==> src/pkg/zsic_pkg.sv <==
// Shared constants for the zone status and input conditioning block
package zsic_pkg;
    // ==========================================================
    // Register word offsets
    localparam logic [7:0] OFS_INPUT_MASK = 8'h22;
    localparam logic [7:0] OFS_INPUT_WORD = 8'h23;
    localparam logic [7:0] OFS_UP_STATUS = 8'h74;
    localparam logic [7:0] OFS_DN_STATUS = 8'hC4;
    localparam logic [7:0] OFS_TRACK_ONE = 8'hC9;
    localparam logic [7:0] OFS_TRACK_TWO = 8'hCA;

    // ==========================================================
    // Widths and field layout
    localparam int REG_W = 16;
    localparam int ADDR_W = 8;
    localparam int PORT_CNT = 4;
    localparam int INPUT_CNT = 8;
    localparam int PIN3_LSB = 0;
    localparam int PIN4_LSB = 4;

    // ==========================================================
    // Status codes and reset values
    localparam logic [15:0] DN_CODE_WAKE = 16'h0004;
    localparam logic [15:0] DN_CODE_EXIT = 16'h0001;
    localparam logic [15:0] UP_CODE_HOLD = 16'h0005;
    localparam logic [15:0] UP_CODE_RELEASE = 16'h0001;
    localparam logic [15:0] REG_RESET = 16'h0000;
    localparam logic [7:0] INPUT_RESET = 8'h00;
endpackage

==> src/rtl/zsic_top.sv <==
// Neighbour status words, tracking words and sensor input conditioning
`timescale 1ns/1ps
// How it works
// [RULE1] Writing 4 to downstream status pulses a wake request to the downstream neighbour.
// [RULE2] Writing 1 to downstream status signals carton exit and, in host-controlled mode, hands over tracking.
// [RULE3] Writing 5 to upstream status tells upstream discharge zone to hold.
// [RULE4] Writing 1 to upstream status tells upstream discharge zone to release.
// [RULE5] Tracking words go downstream only in host-controlled mode, with the exit code.
// [RULE6] Mask bits 0-3 cover pin-3 inputs, bits 4-7 pin-4 inputs, same port order.
// [RULE7] Mask bits 8 to 15 are stored but never touch conditioning.
// [RULE8] Conditioned bit is the raw level, inverted where the mask bit is set.
// [RULE9] Each red and green indicator is lit exactly when its conditioned bit is one.
// [RULE10] Entering host-controlled mode clears the auto-configured mask.
// [RULE11] Auto-configuration loads the mask only in zone accumulation mode.
// [RULE12] Pin-4 drives green, pin-3 red; both lit on a port shows amber.
// [RULE13] Host must deliver its new mask before trusting conditioned bits.
// [RULE14] Inversion is combinational on synchronised inputs, registered next edge.
module zsic_top
    import zsic_pkg::*;
(
    // Clock and reset
    input wire logic clk_i,
    input wire logic sys_rst_i,
    // Register port
    input wire logic reg_wr_i,
    input wire logic reg_rd_i,
    input wire logic [ADDR_W-1:0] reg_addr_i,
    input wire logic [REG_W-1:0] reg_wdata_i,
    output logic [REG_W-1:0] reg_rdata_o,
    output logic reg_rvalid_o,
    // Mode and auto-configuration
    input wire logic host_mode_i,
    input wire logic autocfg_load_i,
    input wire logic [REG_W-1:0] autocfg_mask_i,
    // Raw sensor and control port pins
    input wire logic [INPUT_CNT-1:0] raw_in_i,
    // Conditioned inputs and indicators
    output logic [INPUT_CNT-1:0] cond_in_o,
    output logic [PORT_CNT-1:0] led_red_o,
    output logic [PORT_CNT-1:0] led_green_o,
    output logic [PORT_CNT-1:0] led_amber_o,
    // Downstream neighbour
    output logic [REG_W-1:0] dn_status_o,
    output logic dn_wake_o,
    output logic dn_exit_o,
    output logic [REG_W-1:0] dn_track_one_o,
    output logic [REG_W-1:0] dn_track_two_o,
    // Upstream neighbour
    output logic [REG_W-1:0] up_status_o,
    output logic up_hold_o,
    output logic up_release_o
);

    // ==========================================================
    // Register storage
    logic [REG_W-1:0] input_mask;
    logic [REG_W-1:0] track_one;
    logic [REG_W-1:0] track_two;
    logic host_mode_q;
    logic [INPUT_CNT-1:0] pin_meta;
    logic [INPUT_CNT-1:0] pin_sync;

    // ==========================================================
    // Address decode
    // Strobe and address are passed in so each select wire follows both of them
    function automatic logic wr_hit(
        input logic wr,
        input logic [ADDR_W-1:0] addr,
        input logic [ADDR_W-1:0] ofs
    );
        return wr && (addr == ofs);
    endfunction

    wire logic wr_mask = wr_hit(reg_wr_i, reg_addr_i, OFS_INPUT_MASK);
    wire logic wr_up = wr_hit(reg_wr_i, reg_addr_i, OFS_UP_STATUS);
    wire logic wr_dn = wr_hit(reg_wr_i, reg_addr_i, OFS_DN_STATUS);
    wire logic wr_trk1 = wr_hit(reg_wr_i, reg_addr_i, OFS_TRACK_ONE);
    wire logic wr_trk2 = wr_hit(reg_wr_i, reg_addr_i, OFS_TRACK_TWO);
    wire logic host_entry = host_mode_i && !host_mode_q;
    wire logic dn_is_wake = wr_dn && (reg_wdata_i == DN_CODE_WAKE);
    wire logic dn_is_exit = wr_dn && (reg_wdata_i == DN_CODE_EXIT);
    wire logic track_send = dn_is_exit && host_mode_i;

    // Only the low byte of the mask reaches the inputs; upper bits are inert
    wire logic [INPUT_CNT-1:0] mask_used = input_mask[INPUT_CNT-1:0]; // RULE7
    wire logic [INPUT_CNT-1:0] next_cond = pin_sync ^ mask_used; // RULE8 RULE14 RULE6

    wire logic [PORT_CNT-1:0] next_red = next_cond[PIN3_LSB +: PORT_CNT]; // RULE12
    wire logic [PORT_CNT-1:0] next_green = next_cond[PIN4_LSB +: PORT_CNT]; // RULE12

    logic [REG_W-1:0] next_rdata;
    always_comb begin
        unique case (reg_addr_i)
            OFS_INPUT_MASK: next_rdata = input_mask;
            OFS_INPUT_WORD: next_rdata = {{(REG_W-INPUT_CNT){1'b0}}, cond_in_o};
            OFS_UP_STATUS: next_rdata = up_status_o;
            OFS_DN_STATUS: next_rdata = dn_status_o;
            OFS_TRACK_ONE: next_rdata = track_one;
            OFS_TRACK_TWO: next_rdata = track_two;
            default: next_rdata = REG_RESET;
        endcase
    end

    // ==========================================================
    // Pin synchroniser, two stages before any logic
    always_ff @(posedge clk_i or posedge sys_rst_i) begin
        if (sys_rst_i) begin
            pin_meta <= INPUT_RESET;
            pin_sync <= INPUT_RESET;
        end else begin
            pin_meta <= raw_in_i;
            pin_sync <= pin_meta;
        end
    end

    // ==========================================================
    // Input mask: host write beats the entry clear and auto-config load
    always_ff @(posedge clk_i or posedge sys_rst_i) begin
        if (sys_rst_i) begin
            input_mask <= REG_RESET;
            host_mode_q <= 1'b0;
        end else begin
            host_mode_q <= host_mode_i;
            if (wr_mask) begin
                input_mask <= reg_wdata_i;
            end else if (host_entry) begin
                input_mask <= REG_RESET; // RULE10
            end else if (autocfg_load_i && !host_mode_i) begin
                input_mask <= autocfg_mask_i; // RULE11
            end
        end
    end

    // ==========================================================
    // Conditioned word and indicators share one edge so they never disagree
    always_ff @(posedge clk_i or posedge sys_rst_i) begin
        if (sys_rst_i) begin
            cond_in_o <= INPUT_RESET;
            led_red_o <= '0;
            led_green_o <= '0;
            led_amber_o <= '0;
        end else begin
            cond_in_o <= next_cond; // RULE14
            led_red_o <= next_red; // RULE9
            led_green_o <= next_green; // RULE9
            led_amber_o <= next_red & next_green; // RULE12
        end
    end

    // ==========================================================
    // Downstream status and tracking
    always_ff @(posedge clk_i or posedge sys_rst_i) begin
        if (sys_rst_i) begin
            dn_status_o <= REG_RESET;
            dn_wake_o <= 1'b0;
            dn_exit_o <= 1'b0;
            track_one <= REG_RESET;
            track_two <= REG_RESET;
            dn_track_one_o <= REG_RESET;
            dn_track_two_o <= REG_RESET;
        end else begin
            dn_wake_o <= dn_is_wake; // RULE1
            dn_exit_o <= dn_is_exit; // RULE2
            if (wr_dn) begin
                dn_status_o <= reg_wdata_i;
            end
            if (wr_trk1) begin
                track_one <= reg_wdata_i;
            end
            if (wr_trk2) begin
                track_two <= reg_wdata_i;
            end
            // Outside host mode the words stay local and the neighbour sees old data
            if (track_send) begin
                dn_track_one_o <= track_one; // RULE5 RULE2
                dn_track_two_o <= track_two; // RULE5 RULE2
            end
        end
    end

    // ==========================================================
    // Upstream status, levels held until the next write
    always_ff @(posedge clk_i or posedge sys_rst_i) begin
        if (sys_rst_i) begin
            up_status_o <= REG_RESET;
            up_hold_o <= 1'b0;
            up_release_o <= 1'b0;
        end else if (wr_up) begin
            up_status_o <= reg_wdata_i;
            up_hold_o <= (reg_wdata_i == UP_CODE_HOLD); // RULE3
            up_release_o <= (reg_wdata_i == UP_CODE_RELEASE); // RULE4
        end
    end

    // ==========================================================
    // Read port, answer one cycle after the strobe
    always_ff @(posedge clk_i or posedge sys_rst_i) begin
        if (sys_rst_i) begin
            reg_rdata_o <= REG_RESET;
            reg_rvalid_o <= 1'b0;
        end else begin
            reg_rvalid_o <= reg_rd_i;
            if (reg_rd_i) begin
                reg_rdata_o <= next_rdata;
            end
        end
    end

    // ==========================================================
    // Assertions
    a_wake_pulse: assert property (@(posedge clk_i) disable iff (sys_rst_i) // RULE1
        (reg_wr_i && reg_addr_i == OFS_DN_STATUS && reg_wdata_i == DN_CODE_WAKE)
        |=> dn_wake_o && dn_status_o == DN_CODE_WAKE)
        else $error("wake code did not pulse wake");

    a_exit_pulse: assert property (@(posedge clk_i) disable iff (sys_rst_i) // RULE2
        dn_exit_o |-> $past(reg_wr_i) && $past(reg_addr_i) == OFS_DN_STATUS
        && $past(reg_wdata_i) == DN_CODE_EXIT)
        else $error("exit pulse without exit code");

    a_hold_level: assert property (@(posedge clk_i) disable iff (sys_rst_i) // RULE3
        up_hold_o |-> up_status_o == UP_CODE_HOLD && !up_release_o)
        else $error("hold level disagrees with upstream word");

    a_release_level: assert property (@(posedge clk_i) disable iff (sys_rst_i) // RULE4
        (up_status_o == UP_CODE_RELEASE) |-> up_release_o)
        else $error("release level missing");

    a_track_host_only: assert property (@(posedge clk_i) disable iff (sys_rst_i) // RULE5
        $changed(dn_track_one_o) |-> $past(host_mode_i) && $past(dn_is_exit))
        else $error("tracking moved outside host exit write");

    a_cond_invert: assert property (@(posedge clk_i) disable iff (sys_rst_i) // RULE8
        ##1 cond_in_o == ($past(pin_sync) ^ $past(input_mask[INPUT_CNT-1:0])))
        else $error("conditioned word wrong");

    a_upper_inert: assert property (@(posedge clk_i) disable iff (sys_rst_i) // RULE7
        ($past(input_mask[INPUT_CNT-1:0]) == input_mask[INPUT_CNT-1:0]
        && $stable(pin_sync)) |=> $stable(cond_in_o))
        else $error("reserved mask bits affected inputs");

    a_led_match: assert property (@(posedge clk_i) disable iff (sys_rst_i) // RULE9
        led_red_o == cond_in_o[PIN3_LSB +: PORT_CNT]
        && led_green_o == cond_in_o[PIN4_LSB +: PORT_CNT])
        else $error("indicator differs from input word");

    a_amber_both: assert property (@(posedge clk_i) disable iff (sys_rst_i) // RULE12
        led_amber_o == (led_red_o & led_green_o))
        else $error("amber not red and green");

    a_entry_clear: assert property (@(posedge clk_i) disable iff (sys_rst_i) // RULE10
        (host_entry && !wr_mask) |=> input_mask == REG_RESET)
        else $error("mask not cleared on host entry");

    a_autocfg_block: assert property (@(posedge clk_i) disable iff (sys_rst_i) // RULE11
        (host_mode_i && !wr_mask) |=> $stable(input_mask) || input_mask == REG_RESET)
        else $error("auto-config loaded in host mode");

    a_read_answer: assert property (@(posedge clk_i) disable iff (sys_rst_i)
        reg_rd_i |=> reg_rvalid_o)
        else $error("read not answered");

    a_exit_forward: assert property (@(posedge clk_i) disable iff (sys_rst_i) // RULE2
        (reg_wr_i && reg_addr_i == OFS_DN_STATUS && reg_wdata_i == DN_CODE_EXIT)
        |=> dn_exit_o && dn_status_o == DN_CODE_EXIT)
        else $error("exit code did not pulse exit");

    a_track_deliver: assert property (@(posedge clk_i) disable iff (sys_rst_i) // RULE5
        (reg_wr_i && reg_addr_i == OFS_DN_STATUS && reg_wdata_i == DN_CODE_EXIT
        && host_mode_i) |=> dn_track_one_o == $past(track_one)
        && dn_track_two_o == $past(track_two))
        else $error("tracking words not delivered with exit");

    a_track_pair: assert property (@(posedge clk_i) disable iff (sys_rst_i) // RULE5
        $changed(dn_track_two_o) |-> $past(host_mode_i) && $past(dn_is_exit))
        else $error("second tracking word moved outside host exit write");

    a_release_only: assert property (@(posedge clk_i) disable iff (sys_rst_i) // RULE4
        up_release_o |-> up_status_o == UP_CODE_RELEASE && !up_hold_o)
        else $error("release level disagrees with upstream word");

    a_hold_follows: assert property (@(posedge clk_i) disable iff (sys_rst_i) // RULE3
        (up_status_o == UP_CODE_HOLD) |-> up_hold_o)
        else $error("hold level missing");

    a_mask_write: assert property (@(posedge clk_i) disable iff (sys_rst_i)
        (reg_wr_i && reg_addr_i == OFS_INPUT_MASK) |=> input_mask == $past(reg_wdata_i))
        else $error("mask write lost");

    a_sync_delay: assert property (@(posedge clk_i) disable iff (sys_rst_i) // RULE14
        ##2 pin_sync == $past(raw_in_i, 2))
        else $error("pin synchroniser depth wrong");

    c_hold: cover property (@(posedge clk_i) disable iff (sys_rst_i) up_hold_o);
    c_wake: cover property (@(posedge clk_i) disable iff (sys_rst_i) dn_wake_o);
    c_track_send: cover property (@(posedge clk_i) disable iff (sys_rst_i) track_send);
    c_amber: cover property (@(posedge clk_i) disable iff (sys_rst_i) |led_amber_o);
    c_entry: cover property (@(posedge clk_i) disable iff (sys_rst_i) host_entry);

endmodule // zsic_top

==> config.mk <==
export PLATFORM = sky130hd
export DESIGN_NAME = zsic_top
export DESIGN_NICKNAME = d
export VERILOG_FILES = /design/src/pkg/zsic_pkg.sv /design/src/rtl/zsic_top.sv
export SDC_FILE = /design/constraint.sdc
export NUM_CORES = 1
export LEC_CHECK = 0
export ABC_AREA = 1
export CAP_MARGIN = 20
export CORE_MARGIN = 2
export CORE_UTILIZATION = 30
export CTS_CLUSTER_DIAMETER = 120
export DETAILED_ROUTE_END_ITERATION = 16
export DONT_BUFFER_PORTS = 1
export SLEW_MARGIN = 5
export SYNTH_ARGS = -nofsm -noshare
export SYNTH_HDL_FRONTEND = slang
export SYNTH_SLANG_ARGS = --single-unit
==> constraint.sdc <==
create_clock -name clk_i -period 11.3 [get_ports clk_i]
set_input_delay 1.13 -clock clk_i [delete_from_list [all_inputs] [get_ports clk_i]]
set_output_delay 1.13 -clock clk_i [all_outputs]
set_load 0.05 [all_outputs]
==> flow_metrics.env, run 1 <==
export IMPL_status="finished, final reports clean"
export IMPL_crit_path_end_kind="flop"
export IMPL_critPathLaunch="reg_addr_i[3]"
export IMPL_relSlewSlack_pct=34.4
export IMPL_setup_viol=0
export IMPL_cts_buffers=17
export IMPL_startpoint_type="input pin"
export IMPL_postRouteAntennaNets=0
export IMPL_fin_tns_setup_ns=0
export IMPL_r2r_end="input_mask[15]"
export IMPL_root_buffer="clkbuf_16"
export IMPL_wl_per_cell_um=19.6
export IMPL_finClkSkew_ns=0.00722
export IMPL_grt_pass1_vias=5468
export IMPL_ys_ff_latch=162
export IMPL_clk_pin_slew_ns=0.07
export IMPL_synth_cells=839
export IMPL_fin_nets=862
export IMPL_hold_violations=0
export IMPL_grt_use_met1_pct=23.1
export IMPL_clock_sinks=162
export IMPL_peakVddDrop_mv=0.0986
export IMPL_grt_max_degree=94
export IMPL_power_density_mw_per_mm2=170
export IMPL_port_buffers=0
export IMPL_grt_busiest_layer="met2"
export IMPL_reg2reg_depth=5
export IMPL_finalMaxSlewViolations=0
export IMPL_final_min_period_over_clock_period_pct=27.3
export IMPL_grt_setup_unrepaired="false"
export IMPL_r2r_slack_ns=9.31
export IMPL_use_met2_pct=29.0
export IMPL_place_congestion=0.829
export IMPL_grt_ovfl_total=0
export IMPL_power_switching_mw=0.408
export IMPL_place_detailed_hpwl_um=15900
export IMPL_grt_antenna_before_repair=0
export IMPL_drc=0
export IMPL_use_met3_pct=8.03
export IMPL_num_antenna_cells=0
export IMPL_p_int_mw=0.939
export IMPL_postCtsHoldBufs=0
export IMPL_ios=159
export IMPL_seqPwrFrac_pct=52.5
export IMPL_grt_pass1_wl_um=33800
export IMPL_synth_sequential_area_ratio_pct=56.7
export IMPL_htreeDepth=4
export IMPL_drv_cap=0
export IMPL_clk_latency_ns=0.43
export IMPL_cp_endpoint="dn_track_one_o[6]"
export IMPL_core_area_mm2=0.0234
export IMPL_fillers=2484
export IMPL_p_comb_share_pct=5.1
export IMPL_vias=5721
export IMPL_postCtsSetupRepairBufs=0
export IMPL_drt_iter0_markers=510
export IMPL_min_path_type="flop to flop"
export IMPL_post_route_util_pct=33.8
export IMPL_dieWidth_um=158
export IMPL_grt_use_total_pct=18.3
export IMPL_die_h_um=158
export IMPL_netlist_area_mm2=0.00715
export IMPL_cp_max_fo=34
export IMPL_syn_to_final_growth_pct=10.5
export IMPL_ys_types=26
export IMPL_synth_fp_nets=893
export IMPL_num_rows=56
export IMPL_synth_warnings=0
export IMPL_clock_fmax_ghz=0.324
export IMPL_period_minus_slack_ns=3.09
export IMPL_die_area_mm2=0.0251
export IMPL_cts_buffer_depth=2
export IMPL_switching_share_pct=30.3
export IMPL_arrival_ns=3.46
export IMPL_critPathRequiredTime_ns=11.67
export IMPL_worstMarginPinSlew_ns=0.983
export IMPL_vias_per_cell=5.02
export IMPL_total_leakage_power_nw=3.90
export IMPL_layout_drive_gt1_share_pct=8.28
export IMPL_r2r_start="host_mode_q"
export IMPL_syn_avg_cell_area_um2=8.52
export IMPL_tritoncts="yes"
export IMPL_cts_resized=0
export IMPL_start_util_pct=30.5
export IMPL_clockPowerShare_pct=42.4
export IMPL_critPathKind="input pin to flop"
export IMPL_wirelength_um=22400
export IMPL_drtPass1Iterations=5
-- placed cells by master (no fill, tap or decap), drive strengths merged --
master / instances
clkbuf: 17
clkinvlp: 3
nand4: 20
or2: 4
o211ai: 1
xnor2: 4
inv: 52
o21ai: 70
nor3: 2
o21bai: 3
nor2: 48
nand2: 266
nand3: 144
bufinv: 1
o21a: 1
clkinv: 4
buf: 6
a21oi: 13
dfrtp: 162
-- power by group through the flow --
| stage | registers, mW | logic (mW) | clock network [mW] |
|---|---|---|---|
| floorplan | 0.689 | 0.0787 | 0 |
| global placement | 0.718 | 0.0677 | 0 |
| detailed placement | 0.718 | 0.0690 | 0 |
| CTS | 0.707 | 0.0694 | 0.581 |
| global route | 0.712 | 0.0800 | 0.604 |
| finish | 0.707 | 0.0685 | 0.571 |
-- per-layer routing --
| layer | vias up | part of all wire, % |
|---|---|---|
| met5 | - | 0 |
| met4 | 0 | 1.4 |
| met3 | 23 | 11 |
| met2 | 208 | 47 |
| met1 | 2813 | 40 |
| li1 | 2677 | - |
-- cell type report --
| class | count | area, um2 | share of cell area [%] |
|---|---|---|---|
| Clock buffer | 17 | 425 | 5.38 |
| Timing Repair Buffer | 6 | 68.8 | 0.871 |
| Tap cell | 319 | 399 | 5.05 |
| Multi-Input combinational cell | 576 | 2630 | 33.3 |
| Sequential cell | 162 | 4050 | 51.3 |
| Inverter | 45 | 174 | 2.20 |
| Clock inverter | 15 | 149 | 1.88 |
-- worst min path at each step --
| stage | slack [ns] | cells past startpoint | start | endpoint |
|---|---|---|---|---|
| floorplan | 0.33 | 0 | pin_meta[0] | pin_sync[0] |
| global placement | 0.33 | 0 | pin_meta[3] | pin_sync[3] |
| detailed placement | 0.34 | 0 | pin_meta[5] | pin_sync[5] |
| CTS | 0.35 | 0 | pin_meta[1] | pin_sync[1] |
| global route | 0.36 | 0 | pin_meta[4] | pin_sync[4] |
| finish | 0.35 | 0 | pin_meta[1] | pin_sync[1] |
-- cells in the mapped netlist --
cell	n	area (um2)
a21oi_1	13	65.1
buf_1	1	3.75
buf_2	16	80.1
buf_4	11	82.6
buf_6	4	45.0
clkbuf_1	24	90.1
dfrtp_1	162	4050
inv_1	35	131
inv_2	10	37.5
nand2_1	263	987
nand2_2	3	18.8
nand3_1	141	706
nand3_2	2	20.0
nand3_4	1	17.5
nand4_1	20	125
nor2_1	39	146
nor2_2	4	25.0
nor2_4	5	56.3
nor3_1	2	10.0
o211ai_1	1	7.51
o21a_1	1	7.51
o21ai_0	38	190
o21ai_1	32	160
o21bai_1	3	22.5
or2_2	4	25.0
xnor2_1	4	35.0
-- cells by family after synthesis --
family | after synthesis | synth area share, %
xor+xnor | 4 | 0.490
compound gates | 88 | 6.34
simple gates | 484 | 29.9
buf+inv | 101 | 6.58
flops | 162 | 56.7
-- per-stage QoR --
step                      setup WS [ns]  power [mW]  std cells  area [um2]  hold WS, ns
after floorplan                    5.79       0.767        839        7150        0.331
after global placement             7.63       0.785       1106        7290        0.332
after detailed placement           7.48       0.787       1106        7290        0.336
after CTS                          7.95        1.36       1138        7860        0.352
after global routing               7.94        1.40       1140        7900        0.356
final                              8.21        1.35       1140        7900        0.349
-- critical path, stage by stage --
cell and delay [ns]:
inv_2 0.04, nand2_2 0.05, nor2_4 0.67, nand2_2 0.15, nor2_4 0.21, inv_2 0.26, nor2_4 0.66, nand3_1 0.16
nand2_1 0.10
-- registers in the layout (all words and copies together), names as in the netlist, 4 cells and up --
signal / count
up_status_o: 16
dn_status_o: 16
track_one: 16
dn_track_one_o: 16
dn_track_two_o: 16
track_two: 16
led_amber_o: 4
input_mask: 16
pin_sync: 8
reg_rdata_o: 16
pin_meta: 8
Power figures use the tool's default switching activity.
==> run 2, diff against run 1 <==
==> constraint.sdc (replaced) <==
create_clock -name clk_i -period 2.9 [get_ports clk_i]
set_input_delay 0.29 -clock clk_i [delete_from_list [all_inputs] [get_ports clk_i]]
set_output_delay 0.29 -clock clk_i [all_outputs]
set_load 0.05 [all_outputs]
==> flow_metrics.env, run 2 (synthesis results as in run 1) <==
export IMPL_arrival_ns=1.38
export IMPL_startpoint_type="flop"
export IMPL_crit_path_end_kind="primary output"
export IMPL_drtPass1Iterations=5
export IMPL_fillers=2467
export IMPL_grt_setup_unrepaired="false"
export IMPL_period_minus_slack_ns=1.67
export IMPL_clockPowerShare_pct=43.5
export IMPL_wl_met2_um=10700
export IMPL_critPathRequiredTime_ns=2.61
export IMPL_power_density_mw_per_mm2=664
export IMPL_grt_ovfl_total=0
export IMPL_ios=159
export IMPL_start_util_pct=30.5
export IMPL_final_common_cell="nand2_1"
export IMPL_drv_cap=0
export IMPL_total_leakage_power_nw=4.05
export IMPL_wl_met1_um=9560
export IMPL_setup_viol=0
export IMPL_cp_max_fo=3
export IMPL_grt_pass1_vias=5715
export IMPL_post_route_util_pct=35.0
export IMPL_grt_max_degree=84
export IMPL_min_path_type="input pin to flop"
export IMPL_layout_drive_gt1_share_pct=9.74
export IMPL_drc=0
export IMPL_cts_buffers=17
export IMPL_hold_violations=0
export IMPL_hold_depth=2
export IMPL_clock_fmax_ghz=0.598
export IMPL_worstMarginPinSlew_ns=0.914
export IMPL_reg2reg_depth=4
export IMPL_clock_sinks=162
export IMPL_place_congestion=0.808
export IMPL_dp_slack_ns=0.805
export IMPL_cp_depth=0
export IMPL_wirelength_um=23200
export IMPL_grt_antenna_before_repair=0
export IMPL_dr_max_layer_used="met4"
export IMPL_port_buffers=0
export IMPL_vias=5769
export IMPL_final_min_period_over_clock_period_pct=57.7
export IMPL_postRouteAntennaNets=0
export IMPL_setup_ws_ns=1.23
export IMPL_core_area_mm2=0.0234
export IMPL_tritoncts="yes"
export IMPL_critPathKind="flop to primary output"
export IMPL_num_antenna_cells=0
export IMPL_grt_pass1_wl_um=34800
export IMPL_dp_cells=1123
export IMPL_finClkSkew_ns=0.0118
export IMPL_drt_iter0_markers=502
export IMPL_fin_tns_setup_ns=0
export IMPL_die_h_um=158
export IMPL_relSlewSlack_pct=39.1
export IMPL_clk_pin_slew_ns=0.07
export IMPL_wl_per_cell_um=19.8
export IMPL_num_rows=56
export IMPL_peakVddDrop_mv=0.378
export IMPL_place_detailed_hpwl_um=16500
export IMPL_p_int_mw=3.80
export IMPL_power_switching_mw=1.64
export IMPL_htreeDepth=4
export IMPL_fin_nets=893
export IMPL_switching_share_pct=30.2
export IMPL_vias_per_cell=4.93
export IMPL_fin_cells=1171
export IMPL_status="finished, final reports clean"
export IMPL_p_comb_share_pct=7.8
export IMPL_dieWidth_um=158
export IMPL_cts_buffer_depth=2
export IMPL_finalMaxSlewViolations=0
export IMPL_final_cell_mix="nand2_1 (263), dfrtp_1 (162), nand3_1 (141)"
export IMPL_cts_resized=0
export IMPL_grt_use_total_pct=18.8
export IMPL_syn_to_final_growth_pct=14.6
export IMPL_clk_latency_ns=0.44
export IMPL_root_buffer="clkbuf_16"
export IMPL_wl_met3_um=2370
export IMPL_seqPwrFrac_pct=48.8
export IMPL_die_area_mm2=0.0251
run 2: cell count changes in the layout (fill, tap and decap cells not counted), sizes merged:
cell,previous run,this run
dlygate4sd3,0,16
bufinv,1,2
inv,52,55
clkinv,4,0
buf,6,21
run 2: what timing repair did:
| action | in CTS | in global routing |
|---|---|---|
| hold buffers | 16 | 0 |
| buffers inserted | 0 | 0 |
| hold endpoints to repair | 42 | 0 |
run 2: per-layer routing:
layer / vias to the layer above / track usage [%]
met3: 29 / 7.49
li1: 2741 / -
met5: - / 0
met4: 0 / 6.99
met1: 2783 / 23.7
met2: 216 / 29.3
run 2: metrics by stage:
stage	power (mW)	hold slack, ns	cell area (um2)
floorplan	2.99	0.321	7150
CTS	5.49	0.0000928	8200
global route	5.64	0.00528	8200
global placement	3.09	0.236	7430
detailed placement	3.10	0.235	7430
finish	5.44	0.0147	8200
run 2: cell type report:
class	count	area (um2)	area share, %
inverters	45	173	2.11
repair buffers	37	330	4.03
multi-input cells	576	2630	32.1
well taps	319	399	4.87
flip-flops and latches	162	4050	49.5
clock inverters	15	184	2.24
clock buffers	17	425	5.19
run 2: path summary, 6_finish.rpt:
kind / from / end / slack [ns]
worst max-delay path: led_green_o[1] / led_green_o[1] / 1.23
worst min-delay path: host_mode_i / dn_track_two_o[12] / 0.01
worst max register to register: led_green_o[1] / reg_rdata_o[5] / 1.47
worst min register to register: pin_meta[7] / pin_sync[7] / 0.35
max in group asynchronous: sys_rst_i / input_mask[1] / 1.64
min in group asynchronous: sys_rst_i / dn_track_one_o[11] / 0.37
run 2: power groups by stage:
| stage | logic [mW] | registers (mW) | clock network [mW] |
|---|---|---|---|
| after floorplan | 0.307 | 2.68 | 0 |
| after global placement | 0.394 | 2.70 | 0 |
| after detailed placement | 0.401 | 2.70 | 0 |
| after CTS | 0.427 | 2.65 | 2.41 |
| after global routing | 0.470 | 2.67 | 2.50 |
| final | 0.422 | 2.65 | 2.37 |
==> run 3, diff against run 2 <==
--- a/config.mk
+++ b/config.mk
@@ -5,7 +5,7 @@
 export SDC_FILE = /design/constraint.sdc
 export NUM_CORES = 1
 export LEC_CHECK = 0
-export ABC_AREA = 1
+export ABC_AREA = 0
 export CAP_MARGIN = 20
 export CORE_MARGIN = 2
 export CORE_UTILIZATION = 30
==> constraint.sdc (replaced) <==
create_clock -name clk_i -period 1.5 [get_ports clk_i]
set_input_delay 0.15 -clock clk_i [delete_from_list [all_inputs] [get_ports clk_i]]
set_output_delay 0.15 -clock clk_i [all_outputs]
set_load 0.05 [all_outputs]
==> flow_metrics.env, run 3 <==
export IMPL_vias_per_cell=4.98
export IMPL_syn_to_final_growth_pct=37.2
export IMPL_synth_cells=515
export IMPL_synthTopCellsByArea="dfrtp_1 (58%), mux2_2 (10%), mux2_4 (6.5%), a22o_1 (4.0%), mux2i_1 (3.5%)"
export IMPL_p_comb_share_pct=12.6
export IMPL_synth_fp_nets=569
export IMPL_fin_cells=970
export IMPL_worst_hold_slack_ns=0.0768
export IMPL_place_detailed_hpwl_um=15100
export IMPL_total_leakage_power_nw=4.56
export IMPL_seqCellArea_mm2=0.00405
export IMPL_synth_sequential_area_ratio_pct=58.5
export IMPL_synth_top_cells_by_count="dfrtp_1 (162), mux2_2 (62), nand2_1 (38)"
export IMPL_final_common_cell="dfrtp_1"
export IMPL_violations="negative setup slack"
export IMPL_clock_fmax_ghz=0.637
export IMPL_postRouteAntennaNets=0
export IMPL_clk_pin_slew_ns=0.07
export IMPL_critPathRequiredTime_ns=1.81
export IMPL_final_cell_mix="dfrtp_1 (162), buf_4 (112), mux2_4 (62)"
export IMPL_drc=0
export IMPL_seqPwrFrac_pct=46.3
export IMPL_cp_max_fo=16
export IMPL_p_int_mw=7.43
export IMPL_power_density_mw_per_mm2=1110
export IMPL_dieWidth_um=156
export IMPL_critPathKind="input pin to flop"
export IMPL_clk_latency_ns=0.43
export IMPL_yosysMostFrequentCell="dfrtp_1"
export IMPL_cts_buffers=17
export IMPL_period_minus_slack_ns=1.57
export IMPL_grt_max_degree=54
export IMPL_min_path_type="input pin to flop"
export IMPL_final_min_period_over_clock_period_pct=105
export IMPL_fin_nets=726
export IMPL_wl_per_cell_um=21.7
export IMPL_clockPowerShare_pct=41.1
export IMPL_core_area_mm2=0.0226
export IMPL_hold_violations=0
export IMPL_crit_path_end_kind="flop"
export IMPL_vias=4831
export IMPL_reg2reg_depth=2
export IMPL_ios=159
export IMPL_power_switching_mw=3.11
export IMPL_tritoncts="yes"
export IMPL_finalMaxSlewViolations=0
export IMPL_cts_buffer_depth=2
export IMPL_dp_cells=877
export IMPL_layout_drive_gt1_share_pct=39.0
export IMPL_yosys_area_top_type_share_pct=58.5
export IMPL_drt_iter0_markers=246
export IMPL_start_util_pct=30.6
export IMPL_clock_sinks=162
export IMPL_status="finished, violations left"
export IMPL_arrival_ns=1.88
export IMPL_dp_slack_ns=-0.586
export IMPL_startpoint_type="input pin"
export IMPL_num_rows=55
export IMPL_port_buffers=0
export IMPL_synth_top_flop_cell="dfrtp_1"
export IMPL_relSlewSlack_pct=65.8
export IMPL_worstMarginPinSlew_ns=0.513
export IMPL_drtPass1Iterations=5
export IMPL_fillers=2046
export IMPL_grt_use_total_pct=17.7
export IMPL_synthArstFlopShare_pct=100
export IMPL_grt_setup_unrepaired="true"
export IMPL_syn_avg_cell_area_um2=13.5
export IMPL_multi_input_area_mm2=0.00282
export IMPL_setup_viol=33
export IMPL_peakVddDrop_mv=0.770
export IMPL_die_h_um=156
export IMPL_hold_depth=4
export IMPL_finClkSkew_ns=0.00509
export IMPL_grt_ovfl_total=0
export IMPL_synth_edf_count=0
export IMPL_netlist_area_mm2=0.00693
export IMPL_die_area_mm2=0.0243
export IMPL_root_buffer="clkbuf_16"
export IMPL_grt_pass1_wl_um=32000
export IMPL_synth_top_area_cell="dfrtp_1"
export IMPL_switching_share_pct=29.5
export IMPL_setup_ws_ns=-0.0690
export IMPL_synth_warnings=0
export IMPL_drv_cap=0
export IMPL_grt_pass1_vias=5045
export IMPL_grt_antenna_before_repair=0
export IMPL_htreeDepth=4
export IMPL_num_antenna_cells=0
export IMPL_ys_types=38
export IMPL_ys_ff_latch=162
export IMPL_place_congestion=0.870
export IMPL_wirelength_um=21100
## run 3: changes by cell type in the layout (fill, tap and decap cells not counted), moves of 33 or more
| cell | change |
|---|---|
| nand3_1 | -141 |
| dlygate4sd3_1 | +38 |
| mux2_4 | +62 |
| buf_4 | +92 |
| nand2_1 | -225 |
| o21ai_0 | -33 |
## run 3: worst max-delay path: stages
cell	delay (ns)
nor4_4	0.40
nand4_1	0.22
or4_4	0.60
buf_12	0.20
mux2_4	0.30
## run 3: final cells by class
cell class	instances	share of cell area, %
Clock inverter	15	1.72
Clock buffer	17	4.47
Timing Repair Buffer	181	17.5
Inverter	5	0.237
Tap cell	285	3.75
Multi-Input combinational cell	305	29.6
Sequential cell	162	42.6
## run 3: logic make-up (layout without fill, tap and decap cells)
logic type,count (synthesis),count (layout),share of synthesized area (%)
AND/OR/NAND/NOR,95,95,7.33
multiplexers,116,116,20.0
buffers and inverters,48,218,3.97
AO/OA/AOI/OAI,86,86,9.15
flip-flops,162,162,58.5
XOR/XNOR,8,8,1.01
## run 3: what timing repair did
action,CTS,global route
pin swaps,4,5
hold endpoints to repair,218,3
endpoints found under the setup margin,32,38
hold buffers,52,2
gates cloned,1,0
buffers inserted,6,0
gates resized for setup,5,3
## run 3: metrics by stage
stage	power, mW	cell area, um2	util, %	TNS, ns
after floorplan	5.80	7160	-	-126.65
after global placement	6.10	8250	36.5	-25.66
after detailed placement	6.12	8250	36.5	-28.02
after CTS	10.6	9460	41.8	-0.438
after global routing	10.9	9510	42.0	-0.390
final	10.5	9510	42.0	-1.68
## run 3: power groups by stage
stage	Clock [mW]	Sequential [mW]	Combinational, mW
after floorplan	0	5.23	0.573
after global placement	0	4.95	1.15
after detailed placement	0	4.96	1.17
after CTS	4.42	4.87	1.33
after global routing	4.62	4.90	1.40
final	4.33	4.87	1.33
## run 3: worst paths after layout
check	start	end	slack, ns
setup / recovery	reg_wdata_i[4]	dn_track_two_o[12]	-0.07
hold reg to reg	pin_meta[4]	pin_sync[4]	0.35
setup reg to reg	dn_status_o[6]	dn_status_o[6]	0.15
hold / removal	reg_addr_i[3]	input_mask[15]	0.08
min in group asynchronous	sys_rst_i	input_mask[9]	0.23
max in group asynchronous	sys_rst_i	pin_sync[3]	0.65
## run 3: per-layer routing
metal / GRT usage [%] / share of wire, % / routed length (um) / up-vias
li1: - / - / - / 2185
met1: 23.3 / 44 / 9310 / 2401
met2: 27.3 / 46 / 9660 / 195
met3: 4.78 / 5.9 / 1240 / 50
met4: 8.13 / 4.1 / 871 / 0
met5: 0 / 0 / 0 / -
